<file path="config.mk">
export PLATFORM = sky130hd
export DESIGN_NAME = sprs_phase_range_select
export DESIGN_NICKNAME = d
export VERILOG_FILES = /design/src/verilog/sprs_phase_range_select.v
export VERILOG_INCLUDE_DIRS = /design/src /design/src/verilog
export SDC_FILE = /design/constraint.sdc
export NUM_CORES = 1
export LEC_CHECK = 0
export ABC_AREA = 0
export CAP_MARGIN = 20
export CORE_MARGIN = 2
export CORE_UTILIZATION = 45
export CTS_CLUSTER_DIAMETER = 60
export DETAILED_ROUTE_END_ITERATION = 10
export DONT_BUFFER_PORTS = 1
export PLACE_DENSITY_LB_ADDON = 0.15
export RECOVER_POWER = 25
export SYNTH_ARGS = -nofsm -noshare
export SYNTH_HDL_FRONTEND = slang
export SYNTH_SLANG_ARGS = --single-unit
</file>
<file path="constraint.sdc">
create_clock -name clk_sys -period 25.2 [get_ports clk_sys]
set_input_delay 5.04 -clock clk_sys [delete_from_list [all_inputs] [get_ports clk_sys]]
set_output_delay 5.04 -clock clk_sys [all_outputs]
set_load 0.05 [all_outputs]
</file>
<file path="src/verilog/sprs_regs.vh">
// register map, field positions, reset values and fixed counts of the phase range select block
`ifndef SPRS_REGS_VH
`define SPRS_REGS_VH
`define SPRS_ADDR_CTRL 12'h000
`define SPRS_ADDR_STATUS 12'h004
`define SPRS_ADDR_UPDATES 12'h008
`define SPRS_CTRL_EN_BIT 0
`define SPRS_CTRL_HYST_LSB 8
`define SPRS_CTRL_HYST_MSB 11
`define SPRS_CTRL_RESET 32'h0000_0201
`define SPRS_ST_SPAN_LSB 0
`define SPRS_ST_SPAN_MSB 1
`define SPRS_ST_TEST_BIT 2
`define SPRS_ST_FGDIV_BIT 3
`define SPRS_ST_RATIO_LSB 4
`define SPRS_ST_RATIO_MSB 8
`define SPRS_ST_OUT_LSB 16
`define SPRS_ST_OUT_MSB 23
`define SPRS_SPAN_STD 2'h0
`define SPRS_SPAN_TEST 2'h1
`define SPRS_SPAN_DOUBLE 2'h2
`define SPRS_SPAN_QUAD 2'h3
`define SPRS_PERIODS_STD 3'h1
`define SPRS_PERIODS_DOUBLE 3'h3
`define SPRS_PERIODS_QUAD 3'h7
`define SPRS_REF_BASE_FULL 12'h802
`define SPRS_REF_BASE_HALF 12'h401
`define SPRS_OUT_MID 8'h80
`define SPRS_OUT_MAX 9'h0FF
`define SPRS_DIV_STEPS 4'h9
`endif

</file>
<file path="src/verilog/sprs_phase_range_select.v">
// phase comparison with selectable span, update rate, limiter and hysteresis on the double and quad spans, plus apb control
//
// Decided for this implementation: the register addresses and the APB interface to the registers.
`timescale 1ns/1ps
`include "sprs_regs.vh"
module sprs_phase_range_select (
	// clock and reset
	input wire clk_sys,
	input wire sys_rst,
	// apb slave
	input wire psel,
	input wire penable,
	input wire pwrite,
	input wire [11:0] paddr,
	input wire [31:0] pwdata,
	output reg [31:0] prdata,
	output reg pready,
	output reg pslverr,
	// pins
	input wire crystal_clock_in,
	input wire speed_pulse_in,
	input wire span_select_low,
	input wire span_select_high,
	input wire ratio_select_a,
	input wire ratio_select_b,
	input wire ratio_select_c,
	// phase result
	output reg [7:0] phase_control_out,
	output reg phaseUpdate
);

	// ratio pins to divider ratio
	function [4:0] ratioOf;
		input [2:0] pins;
		begin
			case (pins)
				3'h7: ratioOf = 5'd20;
				3'h6: ratioOf = 5'd10;
				3'h5: ratioOf = 5'd6;
				3'h4: ratioOf = 5'd3;
				3'h3: ratioOf = 5'd2;
				3'h2: ratioOf = 5'd1;
				3'h1: ratioOf = 5'd2;
				default: ratioOf = 5'd1;
			endcase
		end
	endfunction

	// span code to reference periods covered
	function [2:0] periodsOf;
		input [1:0] span;
		begin
			case (span)
				`SPRS_SPAN_DOUBLE: periodsOf = `SPRS_PERIODS_DOUBLE;
				`SPRS_SPAN_QUAD: periodsOf = `SPRS_PERIODS_QUAD;
				default: periodsOf = `SPRS_PERIODS_STD;
			endcase
		end
	endfunction

	// span code to counted events between refreshes, less one
	function [1:0] eventsOf;
		input [1:0] span;
		begin
			case (span)
				`SPRS_SPAN_DOUBLE: eventsOf = 2'd1;
				`SPRS_SPAN_QUAD: eventsOf = 2'd3;
				default: eventsOf = 2'd0;
			endcase
		end
	endfunction

	// divider states
	localparam DV_IDLE = 1'b0;
	localparam DV_RUN = 1'b1;

	wire [2:0] ratioPins = {ratio_select_c, ratio_select_b, ratio_select_a};
	wire [4:0] ratio = ratioOf(ratioPins);
	wire fgDivide = (ratioPins == 3'h0) || (ratioPins == 3'h1);
	wire [11:0] refBase = fgDivide ? `SPRS_REF_BASE_HALF : `SPRS_REF_BASE_FULL;
	wire [16:0] refLen = ratio * refBase;
	wire [1:0] spanPins = {span_select_high, span_select_low};

	// software control and refresh counter
	reg [31:0] ctrl_reg;
	reg [15:0] updates_reg;

	// edge detectors start low, the idle level of both pins
	reg xtalPrev_reg;
	reg fgPrev_reg;
	reg fgToggle_reg;
	reg [16:0] refCnt_reg;
	reg signed [4:0] pending_reg;
	reg [1:0] evCnt_reg;
	reg [1:0] span_reg;
	reg dvState_reg;
	reg [3:0] dvStep_reg;
	reg [27:0] dvNum_reg;
	reg [27:0] dvDen_reg;
	reg [8:0] dvQuot_reg;

	wire enable = ctrl_reg[`SPRS_CTRL_EN_BIT];
	wire [3:0] hyst = ctrl_reg[`SPRS_CTRL_HYST_MSB:`SPRS_CTRL_HYST_LSB];
	wire xtalTick = crystal_clock_in & ~xtalPrev_reg;
	wire refWrap = xtalTick && (refCnt_reg >= refLen - 17'd1);
	wire fgEdge = speed_pulse_in & ~fgPrev_reg;
	// the halving stage passes every second FG edge, so the refresh rate halves for every span
	wire fgEvent = fgEdge && (!fgDivide || fgToggle_reg);
	wire testMode = (span_reg == `SPRS_SPAN_TEST);
	wire [1:0] evPerUpdate = eventsOf(span_reg);
	wire boundary = fgEvent && (evCnt_reg == evPerUpdate);
	wire [2:0] periods = periodsOf(span_reg);

	// limiter: unmatched reference edges saturate, so large slips pin the result at the span edge
	wire signed [4:0] pendHi = $signed({2'b00, periods}) + 5'sd1;
	wire signed [4:0] pendLo = -$signed({2'b00, periods});
	reg signed [4:0] pendNext;

	// lag of FG behind reference, in crystal ticks; positive means the FG edge came late
	wire signed [23:0] lagTicks = (pending_reg - 5'sd1) * $signed({1'b0, refLen}) +
		$signed({7'b0, refCnt_reg});
	wire [19:0] spanTicks = periods * refLen;
	wire signed [23:0] halfSpan = $signed({5'b0, spanTicks[19:1]});
	wire signed [23:0] numRaw = lagTicks + halfSpan;
	reg [19:0] numClamp;

	// second half of the limiter: a lag beyond the span pins the code at zero or full scale
	always @* begin
		numClamp = numRaw[19:0];
		if (numRaw[23]) begin
			numClamp = 20'd0;
		end else if (numRaw[22:0] > {3'b0, spanTicks}) begin
			numClamp = spanTicks;
		end
	end

	wire [27:0] dvTrial = dvDen_reg << (dvStep_reg - 4'd1);
	wire [7:0] dvCode = (dvQuot_reg > `SPRS_OUT_MAX) ? 8'hFF : dvQuot_reg[7:0];
	reg [7:0] outDiff;

	always @* begin
		if (dvCode > phase_control_out) begin
			outDiff = dvCode - phase_control_out;
		end else begin
			outDiff = phase_control_out - dvCode;
		end
	end
	wire useHyst = (span_reg == `SPRS_SPAN_DOUBLE) || (span_reg == `SPRS_SPAN_QUAD);
	wire outMoves = !useHyst || (outDiff > {4'b0, hyst});

	always @* begin
		pendNext = pending_reg;
		if (refWrap && !fgEvent) begin
			pendNext = (pending_reg >= pendHi) ? pendHi : pending_reg + 5'sd1;
		end else if (fgEvent && !refWrap) begin
			pendNext = (pending_reg <= pendLo) ? pendLo : pending_reg - 5'sd1;
		end
	end

	// reference generation and phase bookkeeping
	always @(posedge clk_sys) begin
		if (sys_rst) begin
			xtalPrev_reg <= 1'b0;
			fgPrev_reg <= 1'b0;
			fgToggle_reg <= 1'b0;
			refCnt_reg <= 17'd0;
			pending_reg <= 5'sd1;
			evCnt_reg <= 2'd0;
			span_reg <= `SPRS_SPAN_STD;
		end else begin
			xtalPrev_reg <= crystal_clock_in;
			fgPrev_reg <= speed_pulse_in;
			if (fgEdge) begin
				fgToggle_reg <= ~fgToggle_reg;
			end
			if (refWrap) begin
				refCnt_reg <= 17'd0;
			end else if (xtalTick) begin
				refCnt_reg <= refCnt_reg + 17'd1;
			end
			pending_reg <= enable ? pendNext : 5'sd1;
			if (boundary) begin
				evCnt_reg <= 2'd0;
				// new span is taken only here so the events of one refresh share a span; the running divide's hysteresis test already sees the new span
				span_reg <= spanPins;
			end else if (fgEvent) begin
				evCnt_reg <= evCnt_reg + 2'd1;
			end
		end
	end

	// restoring divider scales the clamped lag onto the 8-bit output
	always @(posedge clk_sys) begin
		if (sys_rst) begin
			dvState_reg <= DV_IDLE;
			dvStep_reg <= 4'd0;
			dvNum_reg <= 28'd0;
			dvDen_reg <= 28'd1;
			dvQuot_reg <= 9'd0;
			phase_control_out <= `SPRS_OUT_MID;
			phaseUpdate <= 1'b0;
			updates_reg <= 16'd0;
		end else begin
			phaseUpdate <= 1'b0;
			case (dvState_reg)
				DV_IDLE: begin
					if (!enable || testMode) begin
						phase_control_out <= `SPRS_OUT_MID;
					end else if (boundary) begin
						dvNum_reg <= {numClamp, 8'h00};
						dvDen_reg <= {8'h00, spanTicks};
						dvQuot_reg <= 9'd0;
						dvStep_reg <= `SPRS_DIV_STEPS;
						dvState_reg <= DV_RUN;
					end
				end
				DV_RUN: begin
					if (dvStep_reg == 4'd0) begin
						dvState_reg <= DV_IDLE;
						if (outMoves) begin
							phase_control_out <= dvCode;
						end
						phaseUpdate <= 1'b1;
						// counter wraps silently; software compares differences
						updates_reg <= updates_reg + 16'd1;
					end else begin
						if (dvNum_reg >= dvTrial) begin
							dvNum_reg <= dvNum_reg - dvTrial;
							dvQuot_reg <= dvQuot_reg | (9'd1 << (dvStep_reg - 4'd1));
						end
						dvStep_reg <= dvStep_reg - 4'd1;
					end
				end
				default: begin
					dvState_reg <= DV_IDLE;
				end
			endcase
		end
	end

	// apb slave, one wait state on every access
	wire apbAccess = psel && penable;
	wire apbDone = apbAccess && pready;
	wire mapped = (paddr == `SPRS_ADDR_CTRL) || (paddr == `SPRS_ADDR_STATUS) ||
		(paddr == `SPRS_ADDR_UPDATES);
	reg [31:0] readMux;

	always @* begin
		readMux = 32'h0000_0000;
		case (paddr)
			`SPRS_ADDR_CTRL: readMux = ctrl_reg;
			`SPRS_ADDR_STATUS: begin
				readMux[`SPRS_ST_SPAN_MSB:`SPRS_ST_SPAN_LSB] = span_reg;
				readMux[`SPRS_ST_TEST_BIT] = testMode;
				readMux[`SPRS_ST_FGDIV_BIT] = fgDivide;
				readMux[`SPRS_ST_RATIO_MSB:`SPRS_ST_RATIO_LSB] = ratio;
				readMux[`SPRS_ST_OUT_MSB:`SPRS_ST_OUT_LSB] = phase_control_out;
			end
			`SPRS_ADDR_UPDATES: readMux = {16'h0000, updates_reg};
			default: readMux = 32'h0000_0000;
		endcase
	end

	always @(posedge clk_sys) begin
		if (sys_rst) begin
			ctrl_reg <= `SPRS_CTRL_RESET;
			prdata <= 32'h0000_0000;
			pready <= 1'b0;
			pslverr <= 1'b0;
		end else begin
			if (apbAccess && !pready) begin
				pready <= 1'b1;
				pslverr <= !mapped;
			end else begin
				pready <= 1'b0;
				pslverr <= 1'b0;
			end
			if (apbAccess && !pready && !pwrite) begin
				prdata <= readMux;
			end else begin
				// read data stands only in the ready cycle so no stale word lingers on the bus
				prdata <= 32'h0000_0000;
			end
			if (apbDone && pwrite && paddr == `SPRS_ADDR_CTRL) begin
				// only enable and hysteresis bits exist; the rest read back as zero
				ctrl_reg <= pwdata & 32'h0000_0F01;
			end
		end
	end

endmodule

</file>
==> run summary, run 1 <==
### Drt
* **met3 routed WL** 1.83 mm
* **violation count after the first detailed-route iteration** 831
* **Antenna Violating Nets Remaining** 0
* **number of design rule violations left after detail routing** 0
* **DR top layer** met4
* **routed length on met2** 19.8 mm
* **final routed wirelength across all metal layers** 41.9 mm
* **routed wire length per instance** 18.3 um
* **vias post-DR** 12800
* **detail-routed via count per cell** 5.59
* **Metal-1 WL** 19.5 mm
* **number of optimization iterations in the first detailed-route pass** 5

### GRT
* **total global-route track usage** 0.243
* **first-pass GRT wire length** 67.8 mm
* **largest net degree at the start of global routing** 74
* **initial antenna violation count** 0
* **vias in the first global route** 12500
* **GRT Residual Overflow** 0

### Worst setup path
* **sort of element at the end of the critical path** flip-flop
* **maximum net fanout on the critical path** 20
* **cells on worst reg2reg path** 38
* **CP required** 25.52 ns
* **worst path arrival time** 16.22 ns
* **cell type with the highest occurrence count on the critical path** ha_1
* **worst setup path startpoint** ratio_select_a
* **capturing point of the worst reg2reg path** dvNum_reg[12]
* **Worst Setup Start Kind** primary input
* **setup slack of the most critical reg-to-reg path** 14.55 ns
* **CP max stage cell** xnor2_1
* **capturing instance or port of the critical path** dvNum_reg[12]
* **origin of the critical flop-to-flop path** span_reg[1]
* **kind of critical path** primary input to flip-flop
* **CP peak stage delay** 0.69 ns

### Floorplanning
* **Die X** 187 um
* **core area** 33300 um2
* **count of boundary I/O pins** 99
* **Initial Util** 0.454
* **area of the die** 35000 um2
* **Core Rows** 67
* **height of the die** 187 um

### Timing
* **part of the cycle the worst path needs** 0.631
* **final critical-path required period** 15.90 ns
* **final count of pins violating max slew** 0
* **Post-Route Skew** 0.0106 ns
* **setup tns final** 0 ns
* **final hold violation count** 0
* **Slew @ Worst Pin** 1.09 ns
* **Slew HR** 0.273
* **Final Setup Violations** 0
* **RSZ-0062 raised after global routing** no
* **Max Clock Freq** 62.9 MHz

### Synthesis
* **Async S/R FF share, synth** 0
* **number of enable-type register cells in the synthesized netlist** 0
* **post-synthesis sequential element count** 147
* **Post-Synthesis Mean Instance Area** 8.09 um2
* **number of instances in the synthesized netlist** 1865
* **Post-Syn Area** 15100 um2
* **number of unique standard cell types used by synthesis** 79
* **prevailing post-synth register cell** dfxtp_1
* **Seq/Total Area, Yosys** 0.195
* **warning count from the yosys run** 0

### Cells and area
* **post-layout util** 0.482
* **max reg flops** 28
* **antenna diode instance count** 0
* **most used cells in the layout excluding fill and tap cells** 200 x nor2_1, 193 x inv_1, 183 x ha_1
* **net count of the finished layout** 2152
* **layout cell share with drive strength beyond 1** 0.0537
* **most common cell after layout, fill and taps aside** nor2_1
* **Layout area overhead** 6.34%

### Worst hold path
* **launch point of the worst hold path** dvNum_reg[0]
* **hold path cells** 2
* **worst min-delay path category** flip-flop to flip-flop

### Clock tree
* **cts repair resizes** 0
* **deepest level of the CTS H-tree** 4
* **number of buffers added by the clock tree synthesis step** 17
* **number of hold buffers added after CTS** 0
* **Root Buffer Master** clkbuf_16
* **number of post-CTS setup repair buffers** 0
* **CTS tree** built
* **sinks on the clock net** 147
* **insertion delay to the later sink of the worst-skew pair** 0.44 ns
* **register clock-pin slew on the reported worst setup and hold paths** 0.07 ns
* **number of buffers between clock root and the deepest sink** 2

### Status
* **status** complete, no violations

### Pwr
* **Total Power** 1.30 mW
* **Pwr per Cell Area** 80.8 nW/um2
* **static power due to leakage** 7.14 nW
* **peak supply drop** 0.0000482 V

### Placement
* **port buffer count** 0
* **placer congestion estimate** 0.905
* **placed wire-length estimate after detailed placement** 32.7 mm

### Flow run
* **# Max-Cap Violations** 0

-- worst min-delay path by stage --
stage | slack [ns] | to
after floorplan | 0.43 | dvNum_reg[0]
after global placement | 0.44 | dvNum_reg[0]
after detailed placement | 0.44 | dvNum_reg[0]
after CTS | 0.45 | dvNum_reg[0]
after global routing | 0.48 | dvNum_reg[4]
final | 0.45 | dvNum_reg[0]
-- through the flow --
stage | setup slack, ns | cell area (um2) | hold slack, ns | std cells
floorplan | 10.76 | 15100 | 0.432 | 1876
global placement | 8.95 | 15500 | 0.436 | 2255
detailed placement | 8.86 | 15500 | 0.441 | 2255
CTS | 9.28 | 16000 | 0.449 | 2287
global route | 8.48 | 16100 | 0.478 | 2290
finish | 9.30 | 16100 | 0.448 | 2290
-- cell usage after synthesis, drive strengths merged, types with 8 or more instances --
library cell  count  share of area
nor2            201          0.050
nor2b            31          0.013
or3               8         0.0033
nand4            22         0.0091
a21oi           121          0.041
mux2             11         0.0085
a221oi            9         0.0061
ha              183           0.15
a21o             30          0.015
dfxtp           147           0.19
o22ai             9         0.0037
xnor2            67          0.039
nand3            75          0.025
or2              10         0.0041
nand2           171          0.043
a211oi           20         0.0099
buf              30          0.013
fa               84           0.11
a31oi            23         0.0099
and3             26          0.011
nor3             28         0.0099
inv             193          0.048
a311oi            9         0.0056
mux2i            30          0.020
nand2b           11         0.0046
clkbuf           55          0.014
nor4             11         0.0046
xor2             45          0.026
mux4              9          0.013
o21a             21          0.010
and2             15         0.0062
o21ai            66          0.022
-- cell families (layout without fill, tap and decap cells) --
family | count (synthesis) | after routing | synth area share
buffers and inverters | 281 | 247 | 0.0749
other | 1 | 12 | 0.000248
AO/OA/AOI/OAI | 380 | 380 | 0.167
XOR/XNOR | 112 | 112 | 0.0650
AND/OR/NAND/NOR | 627 | 627 | 0.193
multiplexers | 50 | 50 | 0.0418
flip-flops | 147 | 147 | 0.195
adder cells (fa/ha/maj) | 267 | 267 | 0.263
-- area by class of cell --
type                    count  area (um2)
flip-flops and latches    147        2940
well taps                 448         561
multi-input cells        1448       11100
inverters                 196         736
clock inverters            13         111
repair buffers             19         166
clock buffers              19         433
fillers                  3296       17200
-- layer usage --
layer,track usage,vias to the layer above
met5,0,-
met4,0.0568,0
met3,0.0336,39
met2,0.412,281
met1,0.328,6152
li1,-,6324
-- critical path, delay by kind of cell --
kind                     cells  cell delay, ns
AO/OA/AOI/OAI               10            2.91
XOR/XNOR                     3            1.37
adder cells (fa/ha/maj)     11            4.24
buffers and inverters        6            1.00
multiplexers                 1            0.41
AND/OR/NAND/NOR              9            1.22
-- where the power goes --
part	internal, mW	total (mW)	switching [mW]	leakage [nW]
Combinational	0.305	0.790	0.485	5.68
Clock	0.136	0.246	0.110	0.271
Sequential	0.246	0.261	0.0151	1.19
Total	0.687	1.30	0.610	7.14
No activity file was read; power rests on OpenSTA's default activity.
==> run 2: changes to the inputs <==
clock period = 16.46 ns   (was 25.2 ns; I/O delays follow)
==> run 2 against run 1 <==
Net effect:
- the run now ends with capacitance limit, slew limit left
- critical path type unchanged
- total power grew 58%
- wire length fell by 0.74%
- clock skew increased by 0.0063 ns
- cell area grew 0.70%
- sequential share of layout area fell by 0.13 points
==> run summary, run 2 (synthesis results as in run 1) <==
### Status
* **status** finished, violations left
* **violations in the final reports** capacitance limit, slew limit

### Clock tree
* **number of buffers between clock root and the deepest sink** 2, unchanged
* **insertion delay to the later sink of the worst-skew pair** 0.45 ns, about the same
* **Root Buffer Master** clkbuf_16
* **number of post-CTS setup repair buffers** 0, unchanged
* **cts repair resizes** 0, unchanged
* **number of buffers added by the clock tree synthesis step** 17, unchanged
* **deepest level of the CTS H-tree** 4, unchanged
* **register clock-pin slew on the reported worst setup and hold paths** 0.07 ns, about the same
* **number of hold buffers added after CTS** 0, unchanged
* **CTS tree** built
* **sinks on the clock net** 147, unchanged

### Drt
* **number of design rule violations left after detail routing** 0, unchanged
* **Antenna Violating Nets Remaining** 0, unchanged
* **final routed wirelength across all metal layers** 41.5 mm, -0.74%
* **violation count after the first detailed-route iteration** 938, +13%
* **routed wire length per instance** 18.1 um, -0.87%
* **detail-routed via count per cell** 5.62, +0.49%
* **vias post-DR** 12900, +0.63%
* **number of optimization iterations in the first detailed-route pass** 5, unchanged

### Worst hold path
* **worst min-delay path category** flip-flop to flip-flop

### GRT
* **largest net degree at the start of global routing** 74, unchanged
* **first-pass GRT wire length** 67.1 mm, -0.98%
* **vias in the first global route** 12400, -0.71%
* **GRT Residual Overflow** 0, unchanged
* **busiest metal layer after global routing** met2
* **met2 track demand over resource** 0.407, -0.00500
* **total global-route track usage** 0.241, -0.00178
* **GR Util met3** 0.0266, -0.00694
* **initial antenna violation count** 0, unchanged
* **GR Layer Usage met1** 0.331, +0.00223

### Placement
* **port buffer count** 0, unchanged
* **area after detailed placement** 15500 um2, about the same
* **placed wire-length estimate after detailed placement** 32.4 mm, -0.93%
* **placer congestion estimate** 0.871, -3.8%

### Timing
* **Max Clock Freq** 70.4 MHz
* **final count of pins violating max slew** 33, +33
* **Slew @ Worst Pin** 1.68 ns, +0.590 ns
* **Post-Route Skew** 0.0169 ns, +0.00631 ns
* **RSZ-0062 raised after global routing** no
* **part of the cycle the worst path needs** 0.863
* **setup tns final** 0 ns, unchanged
* **final hold violation count** 0, unchanged
* **worst hold slack after final layout** 0.448 ns, -0.000460 ns
* **Slew HR** -0.117, -0.390
* **final critical-path required period** 14.20 ns
* **Final Setup Violations** 0, unchanged

### Worst setup path
* **kind of critical path** primary input to flip-flop
* **CP peak stage delay** 0.75 ns, +0.06 ns
* **CP max stage cell** xnor2_1
* **maximum net fanout on the critical path** 20, unchanged
* **CP required** 16.80 ns, -8.72 ns
* **Worst Setup Start Kind** primary input
* **worst path arrival time** 14.54 ns, -1.68 ns
* **cell type with the highest occurrence count on the critical path** ha_1
* **critical path buffer and inverter count** 6, unchanged
* **sort of element at the end of the critical path** flip-flop
* **crit-path leading delay family** adder cells

### Cells and area
* **Layout area overhead** 7.09%
* **antenna diode instance count** 0, unchanged
* **most common cell after layout, fill and taps aside** nor2_1
* **net count of the finished layout** 2155, +0.14%
* **Finished Cell Area** 16200 um2, +0.70%
* **most used cells in the layout excluding fill and tap cells** 200 x nor2_1, 193 x inv_1, 183 x ha_1
* **max reg flops** 28, unchanged
* **layout cell share with drive strength beyond 1** 0.0547, +0.000997

### Floorplanning
* **Initial Util** 0.454, unchanged
* **Die X** 187 um, unchanged
* **Core Rows** 67, unchanged
* **area of the die** 35000 um2, unchanged
* **core area** 33300 um2, unchanged
* **count of boundary I/O pins** 99, unchanged
* **height of the die** 187 um, unchanged

### Flow run
* **# Max-Cap Violations** 1, +1

### Pwr
* **peak supply drop** 0.0000611 V, +27%
* **Total Power** 2.05 mW, +58%
* **Pwr per Cell Area** 127 nW/um2, +57%
* **static power due to leakage** 7.19 nW, +0.68%

-- run 2: changes by cell type in the layout (fill, tap and decap cells not counted), sizes merged --
cell,delta
buf,+1
bufinv,+3
clkinv,-4
clkbuf,+3
-- run 2: worst register-to-register path: cells and delay by family (launching register included) --
family,cells,cell delay [ns]
buffers and inverters,6,0.67
XOR/XNOR,2,0.56
multiplexers,1,0.40
adder cells (fa/ha/maj),9,3.79
AO/OA/AOI/OAI,11,3.06
AND/OR/NAND/NOR,9,1.29
flip-flops,1,0.77
-- run 2: power by group --
part / internal (mW) / total, mW / switching, mW
Sequential: 0.377 / 0.400 / 0.0236
Clock: 0.262 / 0.434 / 0.171
Combinational: 0.472 / 1.21 / 0.739
Total: 1.11 / 2.05 / 0.934
-- run 2: final timing paths --
| path | from | to | slack (ns) | cells past startpoint |
|---|---|---|---|---|
| worst min register to register | dvNum_reg[0] | dvNum_reg[0] | 0.45 | 2 |
| worst min-delay path | dvNum_reg[0] | dvNum_reg[0] | 0.45 | 2 |
| worst max register to register | span_reg[1] | dvNum_reg[12] | 5.84 | 38 |
| worst max-delay path | ratio_select_a | dvNum_reg[12] | 2.26 | 40 |
-- run 2: routing by layer --
| layer | part of all wire | routed length [um] |
|---|---|---|
| met1 | 0.46 | 19200 |
| met2 | 0.47 | 19700 |
| met3 | 0.047 | 1970 |
| met4 | 0.017 | 702 |
| met5 | 0 | 0 |
-- run 2: area by class of cell --
cell class	count	area, um2
Inverter	196	736
Clock buffer	20	457
Timing Repair Buffer	22	189
Multi-Input combinational cell	1448	11100
Fill cell	3261	17100
Sequential cell	147	2940
Tap cell	448	561
Clock inverter	12	178
-- run 2: metrics by stage --
stage               std cells  worst slack (ns)  utilization
floorplan                1876              3.77            -
global placement         2257              2.06        0.465
detailed placement       2257              2.03        0.465
CTS                      2289              2.45        0.484
global route             2293              1.78        0.486
finish                   2293              2.26        0.486
==> run 3: changes to the inputs <==
CORE_MARGIN = unset   (was 2)
==> run 3 against run 2 <==
Net effect:
- sequential cell count unchanged
- cell area decreased by 0.76%
- clock skew increased by 0.0042 ns
- largest power group unchanged
- first-iteration DRC count decreased by 13%
- die area decreased by 2.1%
- via count about the same
- critical endpoint unchanged
- the flow now finishes without violations
- register-to-register slack improved by 0.03 ns
- worst setup slack improved by 0.59 ns
==> run summary, run 3 (synthesis results as in run 1) <==
### Status
* **status** complete, no violations

### Timing
* **part of the cycle the worst path needs** 0.827, -0.0356
* **final critical-path required period** 13.61 ns, -0.586 ns
* **Slew HR** 0.285, +0.402
* **Max Clock Freq** 73.5 MHz, +4.3%
* **final hold violation count** 0, unchanged
* **final count of pins violating max slew** 0, -100%
* **RSZ-0062 raised after global routing** no
* **Slew @ Worst Pin** 1.07 ns, -0.607 ns
* **Post-Route Skew** 0.0211 ns, +0.00416 ns
* **setup tns final** 0 ns, unchanged
* **worst hold slack after final layout** 0.447 ns, -0.000962 ns
* **Final Setup Violations** 0, unchanged

### Cells and area
* **Layout area overhead** 6.27%
* **number of inserted filler cells in the final layout** 3224, -1.1%
* **max reg flops** 28, unchanged
* **Register Area** 2940 um2, unchanged
* **net count of the finished layout** 2154, -0.046%
* **layout cell share with drive strength beyond 1** 0.0543, -0.000424
* **most common cell after layout, fill and taps aside** nor2_1
* **antenna diode instance count** 0, unchanged
* **Finished Cell Area** 16000 um2, -0.76%
* **most used cells in the layout excluding fill and tap cells** 200 x nor2_1, 193 x inv_1, 183 x ha_1
* **multi-input logic area** 11100 um2, unchanged
* **count of non-filler cells in the finished layout** 2283, -0.44%

### Floorplanning
* **count of boundary I/O pins** 99, unchanged
* **area of the die** 34300 um2, -2.1%
* **height of the die** 185 um, -1.1%
* **Initial Util** 0.460, +0.00687
* **Die X** 185 um, -1.1%
* **core area** 32800 um2, -1.5%
* **Core Rows** 66, -1.5%

### GRT
* **total global-route track usage** 0.253, +0.0116
* **first-pass GRT wire length** 67.1 mm, about the same
* **largest net degree at the start of global routing** 74, unchanged
* **GRT Residual Overflow** 0, unchanged
* **vias in the first global route** 12400, -0.25%
* **initial antenna violation count** 0, unchanged

### Worst hold path
* **worst min-delay path category** flip-flop to flip-flop
* **launch point of the worst hold path** dvNum_reg[0]

### Worst setup path
* **worst path arrival time** 13.93 ns, -0.61 ns
* **CP required** 16.78 ns, -0.02 ns
* **worst setup path startpoint** ratio_select_a
* **Worst Setup Start Kind** primary input
* **maximum net fanout on the critical path** 20, unchanged
* **setup slack of the most critical reg-to-reg path** 5.87 ns, +0.03 ns
* **sort of element at the end of the critical path** flip-flop
* **kind of critical path** primary input to flip-flop
* **CP max stage cell** xnor2_1
* **origin of the critical flop-to-flop path** span_reg[1]
* **CP peak stage delay** 0.62 ns, -0.13 ns

### Pwr
* **switch share** 0.468, +0.0118
* **static power due to leakage** 7.14 nW, -0.77%
* **register share of total power** 0.204, +0.008
* **combinational power share** 0.613, +0.021
* **Total Power** 1.97 mW, -3.6%
* **peak supply drop** 0.0000558 V, -8.6%
* **Pint** 1.05 mW, -5.7%
* **Sw Pwr** 924 uW, -1.1%
* **Pwr per Cell Area** 123 nW/um2, -2.8%
* **portion of total power attributed to the clock network** 0.184, -0.028

### Clock tree
* **number of post-CTS setup repair buffers** 0, unchanged
* **number of buffers added by the clock tree synthesis step** 17, unchanged
* **sinks on the clock net** 147, unchanged
* **insertion delay to the later sink of the worst-skew pair** 0.44 ns, about the same
* **number of buffers between clock root and the deepest sink** 2, unchanged
* **CTS tree** built
* **cts repair resizes** 0, unchanged
* **number of hold buffers added after CTS** 0, unchanged
* **Root Buffer Master** clkbuf_16
* **register clock-pin slew on the reported worst setup and hold paths** 0.07 ns, about the same
* **deepest level of the CTS H-tree** 4, unchanged

### Drt
* **final routed wirelength across all metal layers** 41.1 mm, -0.96%
* **Antenna Violating Nets Remaining** 0, unchanged
* **detail-routed via count per cell** 5.63, +0.34%
* **number of design rule violations left after detail routing** 0, unchanged
* **number of optimization iterations in the first detailed-route pass** 6, +1
* **vias post-DR** 12900, -0.093%
* **violation count after the first detailed-route iteration** 814, -13%
* **routed wire length per instance** 18.0 um, -0.53%

### Placement
* **placer congestion estimate** 0.905, +3.9%
* **cell total after placement** 2251, -0.27%
* **port buffer count** 0, unchanged
* **placed wire-length estimate after detailed placement** 32.4 mm, +0.14%
* **area after detailed placement** 15500 um2, about the same

### Flow run
* **# Max-Cap Violations** 0, -1

-- run 3: changes by cell type in the layout (fill, tap and decap cells not counted), moves of 2 or more --
cell / previous run / this run
clkinvlp_4: 1 / 3
buf_4: 16 / 18
bufinv_16: 4 / 0
clkbuf_1: 4 / 1
inv_6: 2 / 0
-- run 3: per-layer routing --
layer  vias to the layer above  part of all wire  global-route usage  routed length, um
met4                         0             0.013              0.0638                529
li1                       6332                 -                   -                  -
met1                      6199              0.47               0.345              19100
met5                         -                 0                   0                  0
met3                        23             0.049              0.0281               2000
met2                       310              0.47               0.424              19500
-- run 3: final timing paths --
check,end,cells after the start
max,dvNum_reg[12],39
min,dvNum_reg[0],2
max reg2reg,dvNum_reg[12],38
min reg2reg,dvNum_reg[0],2
-- run 3: cell type report --
cell class	instances	area share
Multi-Input combinational cell	1448	0.692
Sequential cell	147	0.183
Inverter	196	0.0459
Tap cell	442	0.0345
Clock buffer	20	0.0291
Timing Repair Buffer	21	0.0113
Clock inverter	9	0.00374
-- run 3: power groups by stage --
stage | sequential [mW] | clock [mW] | combinational [mW]
2_1_floorplan | 0.397 | 0 | 0.934
3_5_place_dp | 0.409 | 0 | 1.19
6_report | 0.402 | 0.363 | 1.21
5_1_grt | 0.404 | 0.382 | 1.36
3_3_place_gp | 0.408 | 0 | 1.17
4_1_cts | 0.401 | 0.367 | 1.20
-- run 3: per-stage QoR --
stage               setup slack (ns)   util
floorplan                       3.77      -
global route                    2.11  0.489
detailed placement              2.52  0.472
finish                          2.85  0.489
global placement                2.60  0.472
CTS                             2.93  0.488
-- run 3: critical path: cells and delay by family --
family | cells | cell delay (ns)
fa+ha+maj | 8 | 3.44
simple gates | 10 | 1.44
xor+xnor | 3 | 1.28
mux | 1 | 0.41
compound gates | 11 | 2.98
buf+inv | 6 | 1.07
